$ cat src/common/fsp_pkg.sv
// Purpose: Shared constants and types for the flash status and configuration block
// Assumes: One command at a time arrives already decoded from the serial front end
// Notes: Status bit positions and the register write time are house choices

package fsp_pkg;

   // Status byte layout
   localparam int ST_BUSY = 0;
   localparam int ST_UNLOCK = 1;
   localparam int ST_GUARD_LO = 2;
   localparam int ST_GUARD_HI = 4;
   localparam int ST_WIPE_FAIL = 5;
   localparam int ST_PROG_FAIL = 6;
   localparam int ST_LOCK = 7;

   // Configuration byte layout
   localparam int CF_FREEZE = 0;
   localparam int CF_QUAD = 1;
   localparam int CF_PARAM_TOP = 2;
   localparam int CF_VOLATILE = 3;
   localparam int CF_GUARD_DIR = 5;
   localparam logic [7:0] CF_USED_MASK = 8'h2F;
   localparam logic [7:0] CF_FACTORY = 8'h00;

   // Block guard values
   localparam logic [2:0] GUARD_NONE = 3'h0;
   localparam logic [2:0] GUARD_ALL = 3'h7;
   localparam int SECTOR_COUNT = 64;
   localparam int SECTOR_LSB = 16;
   localparam int ADDR_W = 22;

   // Serial framing
   localparam logic [2:0] BITS_PER_BYTE_MASK = 3'h7;

   // Register write duration
   localparam int REG_WRITE_CYCLES = 64;

   typedef enum logic [3:0] {
      FSP_CMD_NONE,
      FSP_CMD_UNLOCK,
      FSP_CMD_LOCK,
      FSP_CMD_REG_WRITE,
      FSP_CMD_PAGE_WRITE,
      FSP_CMD_QUAD_PAGE_WRITE,
      FSP_CMD_OTP_WRITE,
      FSP_CMD_WIPE64,
      FSP_CMD_WIPE4K,
      FSP_CMD_WIPE8K,
      FSP_CMD_WIPE_ALL,
      FSP_CMD_LOWEST_POWER,
      FSP_CMD_POWER_WAKE
   } fsp_cmd_code_t;

   typedef struct packed {
      fsp_cmd_code_t code;
      logic [ADDR_W-1:0] addr;
      logic [7:0] status_data;
      logic [7:0] config_data;
      logic config_present;
   } fsp_cmd_t;

   typedef struct packed {
      logic is_erase;
      fsp_cmd_code_t code;
      logic [ADDR_W-1:0] addr;
   } fsp_array_req_t;

   typedef enum logic [1:0] {
      FSP_PWR_STANDBY,
      FSP_PWR_ACTIVE,
      FSP_PWR_DEEP
   } fsp_power_t;

endpackage : fsp_pkg

$ cat src/core/fsp_core.sv
// Purpose: Status, configuration and protection logic of a serial NOR flash
// Assumes: Decoded commands come on clk; serial pins are asynchronous and synchronised here
// Notes: Nonvolatile bits live in the array; they are loaded after reset and written back

module fsp_core #(
   parameter int REG_WRITE_CYCLES = fsp_pkg::REG_WRITE_CYCLES
) (
   // Clock and reset
   input wire logic clk,
   input wire logic rst,
   // Serial pins
   input wire logic sck,
   input wire logic chip_enable_n,
   input wire logic write_guard_pin,
   input wire logic halt_pin,
   // Decoded command from the serial front end
   input wire logic cmd_valid,
   input wire fsp_pkg::fsp_cmd_t cmd,
   // Array engine
   output fsp_pkg::fsp_array_req_t arr_req,
   output logic arr_start,
   input wire logic arr_done,
   input wire logic arr_fail,
   // Nonvolatile store
   input wire logic [7:0] nv_status_in,
   input wire logic [7:0] nv_config_in,
   output logic nv_write,
   output logic [7:0] nv_status_out,
   output logic [7:0] nv_config_out,
   // Register views and pin roles
   output logic [7:0] status_reg,
   output logic [7:0] flash_config,
   output logic hard_guard_mode,
   output logic guard_pin_active,
   output logic pause_pin_active,
   output logic lanes_quad,
   output fsp_pkg::fsp_power_t power_state
);

   typedef enum logic [1:0] {
      FSP_IDLE,
      FSP_REG_BUSY,
      FSP_ARR_BUSY
   } fsp_state_t;

   fsp_state_t state;
   logic [2:0] sck_sync;
   logic [2:0] cs_sync;
   logic [1:0] wp_sync;
   logic [1:0] hold_sync;
   logic [2:0] pulse_count;
   logic cmd_pending;
   fsp_pkg::fsp_cmd_t cmd_held;
   logic load_pending;
   logic unlock_latch;
   logic status_lock_bit;
   logic [2:0] block_guard_field;
   logic prog_fail;
   logic wipe_fail;
   logic guard_lock_bit;
   logic four_lane_io_bit;
   logic param_region_top_bit;
   logic guard_volatility_bit;
   logic guard_direction_bit;
   logic deep_power;
   logic [$clog2(REG_WRITE_CYCLES+1)-1:0] reg_timer;

   logic sck_rise;
   logic cs_rise;
   logic cs_fall;
   logic selected;
   logic guard_pin_low;
   logic framed_ok;
   logic execute;
   logic is_modify;
   logic is_array;
   logic is_erase;
   logic addr_guarded;
   logic array_go;
   logic reg_go;
   logic reg_allowed;
   logic [6:0] guard_span;
   logic [5:0] sector;
   logic [7:0] new_cfg;

   // Two flip-flops before any logic; a third stage only for edge finding
   always_ff @(posedge clk) begin
      if (rst) begin
         sck_sync <= 3'h0;
         cs_sync <= 3'h7;
         wp_sync <= 2'h3;
         hold_sync <= 2'h3;
      end else begin
         sck_sync <= {sck_sync[1:0], sck};
         cs_sync <= {cs_sync[1:0], chip_enable_n};
         wp_sync <= {wp_sync[0], write_guard_pin};
         hold_sync <= {hold_sync[0], halt_pin};
      end
   end

   assign sck_rise = sck_sync[1] && !sck_sync[2];
   assign cs_rise = cs_sync[1] && !cs_sync[2];
   assign cs_fall = !cs_sync[1] && cs_sync[2];
   assign selected = !cs_sync[1];
   // In quad mode the pins carry data, so their guard and pause roles vanish
   assign guard_pin_low = !wp_sync[1] && !four_lane_io_bit;
   assign lanes_quad = four_lane_io_bit;
   assign guard_pin_active = !four_lane_io_bit;
   assign pause_pin_active = !four_lane_io_bit;

   // Clock pulses within one selection, counted modulo eight
   always_ff @(posedge clk) begin
      if (rst) begin
         pulse_count <= 3'h0;
      end else if (cs_fall) begin
         pulse_count <= 3'h0;
      end else if (selected && sck_rise && (hold_sync[1] || four_lane_io_bit)) begin
         pulse_count <= pulse_count + 3'h1;
      end
   end

   assign framed_ok = (pulse_count & fsp_pkg::BITS_PER_BYTE_MASK) == 3'h0;

   // Command waits for deselect, where the frame length is known
   always_ff @(posedge clk) begin
      if (rst) begin
         cmd_pending <= 1'b0;
         cmd_held <= '0;
      end else if (cmd_valid && state == FSP_IDLE) begin
         cmd_pending <= 1'b1;
         cmd_held <= cmd;
      end else if (cs_rise) begin
         cmd_pending <= 1'b0;
      end
   end

   assign execute = cmd_pending && cs_rise && state == FSP_IDLE;

   always_comb begin
      is_array = 1'b0;
      is_erase = 1'b0;
      case (cmd_held.code)
         fsp_pkg::FSP_CMD_PAGE_WRITE,
         fsp_pkg::FSP_CMD_QUAD_PAGE_WRITE,
         fsp_pkg::FSP_CMD_OTP_WRITE: begin
            is_array = 1'b1;
         end
         fsp_pkg::FSP_CMD_WIPE64,
         fsp_pkg::FSP_CMD_WIPE4K,
         fsp_pkg::FSP_CMD_WIPE8K,
         fsp_pkg::FSP_CMD_WIPE_ALL: begin
            is_array = 1'b1;
            is_erase = 1'b1;
         end
         default: begin
            is_array = 1'b0;
            is_erase = 1'b0;
         end
      endcase
   end

   assign is_modify = is_array || cmd_held.code == fsp_pkg::FSP_CMD_REG_WRITE;

   // Guarded span in 64 KB sectors: 0, 1, 2, 4 .. 32, then all 64
   always_comb begin
      if (block_guard_field == fsp_pkg::GUARD_NONE) begin
         guard_span = 7'h00;
      end else if (block_guard_field == fsp_pkg::GUARD_ALL) begin
         guard_span = 7'(fsp_pkg::SECTOR_COUNT);
      end else begin
         guard_span = 7'h01 << (block_guard_field - 3'h1);
      end
   end

   assign sector = cmd_held.addr[fsp_pkg::ADDR_W-1:fsp_pkg::SECTOR_LSB];

   // Reads are never checked here; only program and erase see the guard, and OTP write is exempt
   always_comb begin
      if (cmd_held.code == fsp_pkg::FSP_CMD_OTP_WRITE) begin
         addr_guarded = 1'b0;
      end else if (cmd_held.code == fsp_pkg::FSP_CMD_WIPE_ALL) begin
         addr_guarded = guard_span != 7'h00;
      end else if (guard_direction_bit) begin
         addr_guarded = {1'b0, sector} < guard_span;
      end else begin
         addr_guarded = {1'b0, sector} >= (7'(fsp_pkg::SECTOR_COUNT) - guard_span);
      end
   end

   // A write is refused whole when it would touch anything locked
   always_comb begin
      new_cfg = cmd_held.config_present ? (cmd_held.config_data & fsp_pkg::CF_USED_MASK)
                                        : flash_config;
      reg_allowed = 1'b1;
      if (hard_guard_mode &&
          (cmd_held.status_data[fsp_pkg::ST_LOCK] != status_lock_bit ||
           cmd_held.status_data[fsp_pkg::ST_GUARD_HI:fsp_pkg::ST_GUARD_LO] != block_guard_field)) begin
         reg_allowed = 1'b0;
      end
      if (guard_lock_bit &&
          (cmd_held.status_data[fsp_pkg::ST_GUARD_HI:fsp_pkg::ST_GUARD_LO] != block_guard_field ||
           new_cfg[fsp_pkg::CF_GUARD_DIR] != guard_direction_bit ||
           new_cfg[fsp_pkg::CF_PARAM_TOP] != param_region_top_bit ||
           !new_cfg[fsp_pkg::CF_FREEZE])) begin
         reg_allowed = 1'b0;
      end
      if ((param_region_top_bit && !new_cfg[fsp_pkg::CF_PARAM_TOP]) ||
          (guard_volatility_bit && !new_cfg[fsp_pkg::CF_VOLATILE]) ||
          (guard_direction_bit && !new_cfg[fsp_pkg::CF_GUARD_DIR])) begin
         reg_allowed = 1'b0;
      end
   end

   assign array_go = execute && is_array && unlock_latch && framed_ok && !deep_power
                     && !addr_guarded;
   assign reg_go = execute && cmd_held.code == fsp_pkg::FSP_CMD_REG_WRITE && unlock_latch
                   && framed_ok && !deep_power && reg_allowed;

   // Operation sequencing
   always_ff @(posedge clk) begin
      if (rst) begin
         state <= FSP_IDLE;
         reg_timer <= '0;
      end else begin
         case (state)
            FSP_IDLE: begin
               if (array_go) begin
                  state <= FSP_ARR_BUSY;
               end else if (reg_go) begin
                  state <= FSP_REG_BUSY;
                  reg_timer <= ($bits(reg_timer))'(REG_WRITE_CYCLES - 1);
               end
            end
            FSP_REG_BUSY: begin
               if (reg_timer == '0) begin
                  state <= FSP_IDLE;
               end else begin
                  reg_timer <= reg_timer - 1'b1;
               end
            end
            FSP_ARR_BUSY: begin
               if (arr_done) begin
                  state <= FSP_IDLE;
               end
            end
            default: begin
               state <= FSP_IDLE;
            end
         endcase
      end
   end

   always_ff @(posedge clk) begin
      if (rst) begin
         arr_start <= 1'b0;
         arr_req <= '0;
      end else begin
         arr_start <= array_go;
         if (array_go) begin
            arr_req <= '{is_erase: is_erase, code: cmd_held.code, addr: cmd_held.addr};
         end
      end
   end

   // Unlock latch; cleared once a modifying command has run its course
   always_ff @(posedge clk) begin
      if (rst) begin
         unlock_latch <= 1'b0;
      end else if (execute && cmd_held.code == fsp_pkg::FSP_CMD_UNLOCK) begin
         unlock_latch <= 1'b1;
      end else if (execute && cmd_held.code == fsp_pkg::FSP_CMD_LOCK) begin
         unlock_latch <= 1'b0;
      end else if ((state == FSP_ARR_BUSY && arr_done) ||
                   (state == FSP_REG_BUSY && reg_timer == '0)) begin
         unlock_latch <= 1'b0;
      end
   end

   // Failure flags describe only the most recent array operation; register writes leave them alone
   always_ff @(posedge clk) begin
      if (rst) begin
         prog_fail <= 1'b0;
         wipe_fail <= 1'b0;
      end else if (array_go) begin
         prog_fail <= 1'b0;
         wipe_fail <= 1'b0;
      end else if (state == FSP_ARR_BUSY && arr_done) begin
         prog_fail <= arr_fail && !arr_req.is_erase;
         wipe_fail <= arr_fail && arr_req.is_erase;
      end
   end

   // Deep power-down: leaves only on the wake command
   always_ff @(posedge clk) begin
      if (rst) begin
         deep_power <= 1'b0;
      end else if (execute && cmd_held.code == fsp_pkg::FSP_CMD_LOWEST_POWER && framed_ok) begin
         deep_power <= 1'b1;
      end else if (execute && cmd_held.code == fsp_pkg::FSP_CMD_POWER_WAKE) begin
         deep_power <= 1'b0;
      end
   end

   // Nonvolatile bits are fetched one cycle after reset, since a reset may load constants only
   always_ff @(posedge clk) begin
      if (rst) begin
         load_pending <= 1'b1;
      end else begin
         load_pending <= 1'b0;
      end
   end

   always_ff @(posedge clk) begin
      if (rst) begin
         status_lock_bit <= 1'b0;
         block_guard_field <= fsp_pkg::GUARD_NONE;
      end else if (load_pending) begin
         status_lock_bit <= nv_status_in[fsp_pkg::ST_LOCK];
         block_guard_field <= nv_config_in[fsp_pkg::CF_VOLATILE] ? fsp_pkg::GUARD_ALL
                              : nv_status_in[fsp_pkg::ST_GUARD_HI:fsp_pkg::ST_GUARD_LO];
      end else if (reg_go) begin
         status_lock_bit <= cmd_held.status_data[fsp_pkg::ST_LOCK];
         block_guard_field <= cmd_held.status_data[fsp_pkg::ST_GUARD_HI:fsp_pkg::ST_GUARD_LO];
      end
   end

   // Freeze is volatile, so only a power-on reset can clear it
   always_ff @(posedge clk) begin
      if (rst) begin
         guard_lock_bit <= fsp_pkg::CF_FACTORY[fsp_pkg::CF_FREEZE];
         four_lane_io_bit <= fsp_pkg::CF_FACTORY[fsp_pkg::CF_QUAD];
         param_region_top_bit <= fsp_pkg::CF_FACTORY[fsp_pkg::CF_PARAM_TOP];
         guard_volatility_bit <= fsp_pkg::CF_FACTORY[fsp_pkg::CF_VOLATILE];
         guard_direction_bit <= fsp_pkg::CF_FACTORY[fsp_pkg::CF_GUARD_DIR];
      end else if (load_pending) begin
         four_lane_io_bit <= nv_config_in[fsp_pkg::CF_QUAD];
         param_region_top_bit <= nv_config_in[fsp_pkg::CF_PARAM_TOP];
         guard_volatility_bit <= nv_config_in[fsp_pkg::CF_VOLATILE];
         guard_direction_bit <= nv_config_in[fsp_pkg::CF_GUARD_DIR];
      end else if (reg_go) begin
         guard_lock_bit <= new_cfg[fsp_pkg::CF_FREEZE];
         four_lane_io_bit <= new_cfg[fsp_pkg::CF_QUAD];
         param_region_top_bit <= new_cfg[fsp_pkg::CF_PARAM_TOP];
         guard_volatility_bit <= new_cfg[fsp_pkg::CF_VOLATILE];
         guard_direction_bit <= new_cfg[fsp_pkg::CF_GUARD_DIR];
      end
   end

   // Write-back of the nonvolatile image at the end of a register write
   always_ff @(posedge clk) begin
      if (rst) begin
         nv_write <= 1'b0;
         nv_status_out <= 8'h00;
         nv_config_out <= 8'h00;
      end else begin
         nv_write <= state == FSP_REG_BUSY && reg_timer == '0;
         if (state == FSP_REG_BUSY && reg_timer == '0) begin
            nv_status_out <= {status_lock_bit, 2'h0, block_guard_field, 2'h0};
            nv_config_out <= flash_config & ~(8'h01 << fsp_pkg::CF_FREEZE);
         end
      end
   end

   always_comb begin
      status_reg = 8'h00;
      status_reg[fsp_pkg::ST_BUSY] = state != FSP_IDLE;
      status_reg[fsp_pkg::ST_UNLOCK] = unlock_latch;
      status_reg[fsp_pkg::ST_GUARD_HI:fsp_pkg::ST_GUARD_LO] = block_guard_field;
      status_reg[fsp_pkg::ST_WIPE_FAIL] = wipe_fail;
      status_reg[fsp_pkg::ST_PROG_FAIL] = prog_fail;
      status_reg[fsp_pkg::ST_LOCK] = status_lock_bit;
   end

   always_comb begin
      flash_config = 8'h00;
      flash_config[fsp_pkg::CF_FREEZE] = guard_lock_bit;
      flash_config[fsp_pkg::CF_QUAD] = four_lane_io_bit;
      flash_config[fsp_pkg::CF_PARAM_TOP] = param_region_top_bit;
      flash_config[fsp_pkg::CF_VOLATILE] = guard_volatility_bit;
      flash_config[fsp_pkg::CF_GUARD_DIR] = guard_direction_bit;
   end

   assign hard_guard_mode = status_lock_bit && guard_pin_low;

   // Deselect does not drop to standby while an operation still runs
   always_comb begin
      if (deep_power && state == FSP_IDLE) begin
         power_state = fsp_pkg::FSP_PWR_DEEP;
      end else if (selected || state != FSP_IDLE) begin
         power_state = fsp_pkg::FSP_PWR_ACTIVE;
      end else begin
         power_state = fsp_pkg::FSP_PWR_STANDBY;
      end
   end

endmodule : fsp_core

$ cat config.mk
export PLATFORM = sky130hd
export DESIGN_NAME = fsp_core
export DESIGN_NICKNAME = d
export VERILOG_FILES = /design/src/common/fsp_pkg.sv /design/src/core/fsp_core.sv
export SDC_FILE = /design/constraint.sdc
export NUM_CORES = 1
export LEC_CHECK = 0
export BUFFER_PORTS_ARGS = -buffer_cell sky130_fd_sc_hd__buf_2
export CORE_MARGIN = 1
export CORE_UTILIZATION = 50
export CTS_CLUSTER_DIAMETER = 50
export CTS_CLUSTER_SIZE = 16
export DETAILED_ROUTE_END_ITERATION = 7
export GPL_TIMING_DRIVEN = 1
export HOLD_SLACK_MARGIN = 0.15
export PLACE_DENSITY = 0.77
export SKIP_CTS_REPAIR_TIMING = 1
export SLEW_MARGIN = 30
export SYNTH_ARGS = -nofsm -noshare
export SYNTH_HDL_FRONTEND = slang
export SYNTH_SLANG_ARGS = --single-unit
export TNS_END_PERCENT = 100
$ cat constraint.sdc
create_clock -name clk -period 6.4 [get_ports clk]
set_clock_uncertainty 0.15 [all_clocks]
set_input_delay 1.92 -clock clk [delete_from_list [all_inputs] [get_ports clk]]
set_output_delay 1.92 -clock clk [all_outputs]
set_load 0.1 [all_outputs]
==> results.json, run 1 <==
{
  "wl_met1_um": 5193,
  "drv_slew": 0,
  "wl_met2_um": 5731,
  "drive_gt1_share_pct": 21.55,
  "area_delta_synth_final_pct": 14.06,
  "netlist_area_um2": 4937,
  "critPathMaxFanout": 7,
  "max_freq_mhz": 270.8,
  "rsz0062_at_grt": "no",
  "overflow": 0,
  "cts_htree_levels": 3,
  "vias_per_cell": 5.479,
  "maxCapViolCount": 0,
  "first_global_vias": 4100,
  "holdPathEnd": "hold_sync[1]",
  "portBuffers": 108,
  "slew_headroom_pct": 39.39,
  "multi_input_area_um2": 2429,
  "synth-async-reset-ratio_pct": 0,
  "timing.final.setup_violations": 0,
  "power.leakage_nw": 2.395,
  "core_um2": 9415,
  "grtUsageTotal_pct": 23.53,
  "regArea_um2": 2202,
  "cts_tree": "built",
  "antenna_cells": 0,
  "dieArea_um2": 10280,
  "r2r_start": "block_guard_field[0]",
  "cts_buffer_depth": 2,
  "ys_warn_count": 0,
  "synth.largest_area_cell": "dfxtp_1",
  "synth-seq-cells": 110,
  "cts_sinks": 110,
  "hold_path_class": "register to register",
  "ys_types": 51,
  "ios": 135,
  "status": "finished clean",
  "maxUsedRoutingLayer": "met4",
  "yosysSeqAreaShare_pct": 44.60,
  "timing.final.crit_share_pct": 57.69,
  "rrSetupSlack_ns": 2.73,
  "grt_antenna_before_repair": 0,
  "avgSynthCellArea_um2": 8.354,
  "layout_min_cycle_time_ns": 3.692,
  "synth_top_area_share_pct": 44.60,
  "drt-initial-drc-count": 234,
  "grt_pass1_wl_um": 19110,
  "met3_length_um": 568,
  "die_x_um": 101.4,
  "clockRootBuffer": "clkbuf_8",
  "initial_utilization_pct": 52.44,
  "place.detailed.hpwl_um": 8050,
  "r2r_cells": 11,
  "cp.arrival_ns": 1.62,
  "ant_nets": 0,
  "clk_pin_slew_worst_paths_ns": 0.11,
  "finalHoldViolations": 0,
  "first_pass_iters": 4,
  "critPathKind": "register to primary output",
  "hold-path-cell-count": 1,
  "p_per_area_nw_per_um2": 243.0,
  "die_y_um": 101.4,
  "cp-start-kind": "register",
  "synthFlopType": "dfxtp_1",
  "vias": 4394,
  "cts_buffers": 9,
  "clk_latency_ns": 0.38,
  "irDropWorstVdd_mv": 0.1298,
  "fill_cells": 830,
  "setup_tns_ns": 0,
  "wire_per_inst_um": 14.63,
  "synthCells": 591,
  "end_kind": "primary output",
  "grt_max_degree": 109,
  "worst_pin_slew_ns": 0.9091,
  "whs_ns": 0.2713,
  "synth_edf_count": 0,
  "drc_errors": 0,
  "nets": 753,
  "ys_top_cells_by_area": "dfxtp_1 (45%), a21oi_1 (8.2%), nand2_1 (6.7%)",
  "num_rows": 35,
  "place.gp.congestion": 0.8477,
  "cp.required_ns": 4.33,
  "hp-start": "hold_sync[0]",
  "wl_um": 11730,
  "reg2reg_to": "arr_req[26]"
}
[worst max-delay path by stage]
stage | startpoint | endpoint | slack, ns | depth (start not counted)
after floorplan | lanes_quad | hard_guard_mode | 1.27 | 1
after global placement | block_guard_field[0] | arr_req[26] | 2.91 | 11
after detailed placement | block_guard_field[0] | arr_req[26] | 2.73 | 11
after CTS | block_guard_field[0] | arr_req[26] | 2.71 | 11
after global routing | block_guard_field[0] | arr_req[26] | 2.39 | 11
final | lanes_quad | hard_guard_mode | 2.71 | 2
[cell usage in the layout (no fill, tap or decap), drive strengths merged, types with 4 or more instances in the layout]
master | netlist | layout
mux2i | 19 | 19
a21o | 4 | 4
or2 | 8 | 8
nand2 | 88 | 88
ha | 17 | 17
nand4 | 5 | 5
nor3b | 5 | 5
inv | 15 | 18
nor3 | 8 | 8
nand3 | 33 | 33
clkbuf | 26 | 9
xnor2 | 9 | 9
nor2b | 8 | 8
and2 | 6 | 6
o21ai | 36 | 36
dfxtp | 110 | 110
a21oi | 81 | 81
nand2b | 4 | 4
nor2 | 33 | 33
nand3b | 7 | 7
buf | 29 | 111
and3 | 5 | 5
a211oi | 6 | 6
conb | 1 | 11
[cells in the mapped netlist (2+ instances only)]
library cell    n
a211oi_1        6
a21o_1          4
a21oi_1        81
a22oi_1         2
a31oi_1         3
and2_1          6
and3_1          5
buf_1           3
buf_2           4
buf_4          22
clkbuf_1       26
dfxtp_1       110
ha_1           17
inv_1          15
mux2i_1        19
nand2_1        88
nand2b_1        4
nand3_1        33
nand3b_1        7
nand4_1         4
nor2_1         31
nor2b_1         8
nor3_1          8
nor3b_1         5
o211ai_1        3
o21ai_0        35
or2_2           8
or3_1           2
xnor2_1         9
xor2_1          2
[flip-flops by register name, indices dropped and copies added (netlist names), 2 cells and up]
name               cells
nv_config_out          4
reg_timer              7
wp_sync                2
pulse_count            3
cs_sync                3
state                  2
cmd_held              36
sck_sync               3
hold_sync              2
nv_status_out          4
block_guard_field      3
arr_req               27
[where the power goes]
group	switching, mW	internal [mW]	leakage (nW)
combinational	0.145	0.0548	1.39
sequential	0.0214	0.704	0.898
clock	0.253	0.190	0.106
[metal layers]
metal,track usage [%],up-vias
met5,0,-
met3,5.452,22
met1,28.51,2095
li1,-,2148
met4,8.919,0
met2,40.61,129
[kinds of logic after synthesis]
group / Yosys count / share of synthesized area (%)
compound gates: 142 / 15.81
xor+xnor: 11 / 1.951
fa+ha+maj: 17 / 4.308
buf+inv: 70 / 7.096
flops: 110 / 44.60
mux: 19 / 3.852
other cells: 1 / 0.07595
simple gates: 221 / 22.30
[worst max-delay path: stages (launching register included)]
cell,delay [ns]
dfxtp_1,0.40
nor3b_1,0.34
buf_2,0.49
[layout make-up]
type,count,share of cell area [%]
clock buffers,9,2.200
clock inverters,7,1.600
flip-flops and latches,110,39.10
repair buffers,111,10.11
multi-input cells,421,43.12
well taps,129,2.866
inverters,15,0.9998
[per-stage QoR]
stage          instance area, µm²  utilization, %  cells  worst slack (ns)  total power [mW]
2_1_floorplan                4975               -    601             1.265            0.8991
3_3_place_gp                 5408           57.44    786             2.906            0.9332
3_5_place_dp                 5408           57.44    786             2.728            0.9395
4_1_cts                      5622           59.71    802             2.709             1.378
5_1_grt                      5632           59.81    802             2.391             1.430
6_report                     5632           59.81    802             2.708             1.369
Note: power is estimated with default switching activity, not from simulation.
==> run 2, diff against run 1 <==
==> constraint.sdc (replaced) <==
create_clock -name clk -period 3.74 [get_ports clk]
set_clock_uncertainty 0.15 [all_clocks]
set_input_delay 1.122 -clock clk [delete_from_list [all_inputs] [get_ports clk]]
set_output_delay 1.122 -clock clk [all_outputs]
set_load 0.1 [all_outputs]
==> run 2 against run 1 <==
Effect of this change: die area is the same; total power grew 67%; critical path depth grew 10; design area grew 0.38%; non-clock buffer count grew 5; setup slack lost 2.4 ns; flip-flop and latch count is the same.
==> results.json, run 2 (same netlist as run 1, synthesis figures left out) <==
{
  "regMostFlops": "cmd_held",
  "total_power_mw": 2.288,
  "ios": 135,
  "largest_registers": "cmd_held: 36 flops, arr_req: 27 flops, reg_timer: 7 flops",
  "drive_gt1_share_pct": 22.12,
  "timing.final.crit_share_pct": 90.68,
  "power.leakage_nw": 2.417,
  "dieArea_um2": 10280,
  "num_rows": 35,
  "place.detailed.hpwl_um": 8249,
  "final_common_cell": "dfxtp_1",
  "cts_tree": "built",
  "pwr-share-clk_pct": 30.4,
  "cp.required_ns": 3.85,
  "overflow": 0,
  "switching_power_mw": 0.7237,
  "layout_min_cycle_time_ns": 3.391,
  "max_freq_mhz": 294.9,
  "cts_buffer_depth": 2,
  "place.gp.congestion": 0.8382,
  "finalHoldViolations": 0,
  "netSwitchingFraction_pct": 31.64,
  "path_cells": "inv_1 > nand3b_1 > ha_1 > xnor2_1 > ha_1 > a21o_1 > a31oi_1 > o21ai_0 > a22o_2 > buf_4 > o21ai_0 > a21oi_1",
  "status": "finished clean",
  "clk_latency_ns": 0.38,
  "drc_errors": 0,
  "slew_headroom_pct": 36.05,
  "end_kind": "register",
  "path_buf_inv": 2,
  "timing.final.setup_violations": 0,
  "hold_path_class": "register to register",
  "clockRootBuffer": "clkbuf_8",
  "vias_per_cell": 5.452,
  "slowest_delay_ns": 0.60,
  "setup_tns_ns": 0,
  "cp-start-kind": "register",
  "die_y_um": 101.4,
  "wire_per_inst_um": 14.63,
  "core_um2": 9415,
  "grtUsageTotal_pct": 23.31,
  "grt_antenna_before_repair": 0,
  "p_per_area_nw_per_um2": 404.7,
  "rrSetupSlack_ns": 0.35,
  "initial_utilization_pct": 52.44,
  "critPathMaxFanout": 19,
  "first_global_vias": 4031,
  "critPathSlowestCell": "dfxtp_1",
  "cts_buffers": 9,
  "grt_max_degree": 67,
  "portBuffers": 108,
  "ant_nets": 0,
  "final_cell_mix": "dfxtp_1 (110), buf_2 (107), nand2_1 (88)",
  "fill_cells": 847,
  "nets": 758,
  "drv_slew": 0,
  "largest_register_ffs": 36,
  "rsz0062_at_grt": "no",
  "area_delta_synth_final_pct": 14.50,
  "p_comb_share_pct": 15.5,
  "maxCapViolCount": 0,
  "crit_family": "compound AO/OA/AOI/OAI gates",
  "cp.arrival_ns": 3.50,
  "cts_htree_levels": 3,
  "irDropWorstVdd_mv": 0.1974,
  "wl_um": 11810,
  "p_seq_share_pct": 54.1,
  "p_int_mw": 1.564,
  "vias": 4400,
  "drt-initial-drc-count": 206,
  "worst_pin_slew_ns": 0.9566,
  "cts_sinks": 110,
  "critPathKind": "register to register",
  "clk_pin_slew_worst_paths_ns": 0.11,
  "grt_pass1_wl_um": 18940,
  "die_x_um": 101.4,
  "first_pass_iters": 5,
  "antenna_cells": 0
}
[run 2: path summary, 6_finish.rpt]
path,start,end,cells past startpoint
setup reg to reg,block_guard_field[2],arr_req[12],12
setup / recovery,block_guard_field[2],arr_req[12],12
hold reg to reg,wp_sync[0],wp_sync[1],1
hold / removal,wp_sync[0],wp_sync[1],1
[run 2: power groups by stage]
stage	sequential (mW)	combinational, mW	clock (mW)
CTS	1.24	0.353	0.711
global route	1.24	0.384	0.761
floorplan	1.27	0.266	0
global placement	1.26	0.345	0
detailed placement	1.26	0.351	0
finish	1.24	0.354	0.695
[run 2: metal layers]
metal | part of all wire, % | track usage, % | vias up
li1 | - | - | 2162
met1 | 44 | 28.87 | 2081
met2 | 48 | 40.08 | 144
met3 | 6.1 | 6.211 | 13
met4 | 1.4 | 6.132 | 0
met5 | 0 | 0 | -
[run 2: through the flow]
stage / setup WS (ns) / instance area, µm² / utilization, % / cells / hold slack [ns]
after floorplan: 0.03924 / 4980 / - / 601 / 0.2395
after global placement: 0.3827 / 5463 / 58.02 / 791 / 0.2446
after detailed placement: 0.2936 / 5463 / 58.02 / 791 / 0.2491
after CTS: 0.2461 / 5652 / 60.03 / 807 / 0.2743
after global routing: 0.07529 / 5653 / 60.04 / 807 / 0.2860
final: 0.3487 / 5653 / 60.04 / 807 / 0.2712
[run 2: layout make-up]
class,instances,area [µm²],area share [%]
Clock buffer,9,123.9,2.191
Clock inverter,7,65.06,1.151
Inverter,15,56.30,0.9960
Multi-Input combinational cell,421,2429,42.96
Sequential cell,110,2202,38.96
Tap cell,129,161.4,2.855
Timing Repair Buffer,116,615.6,10.89
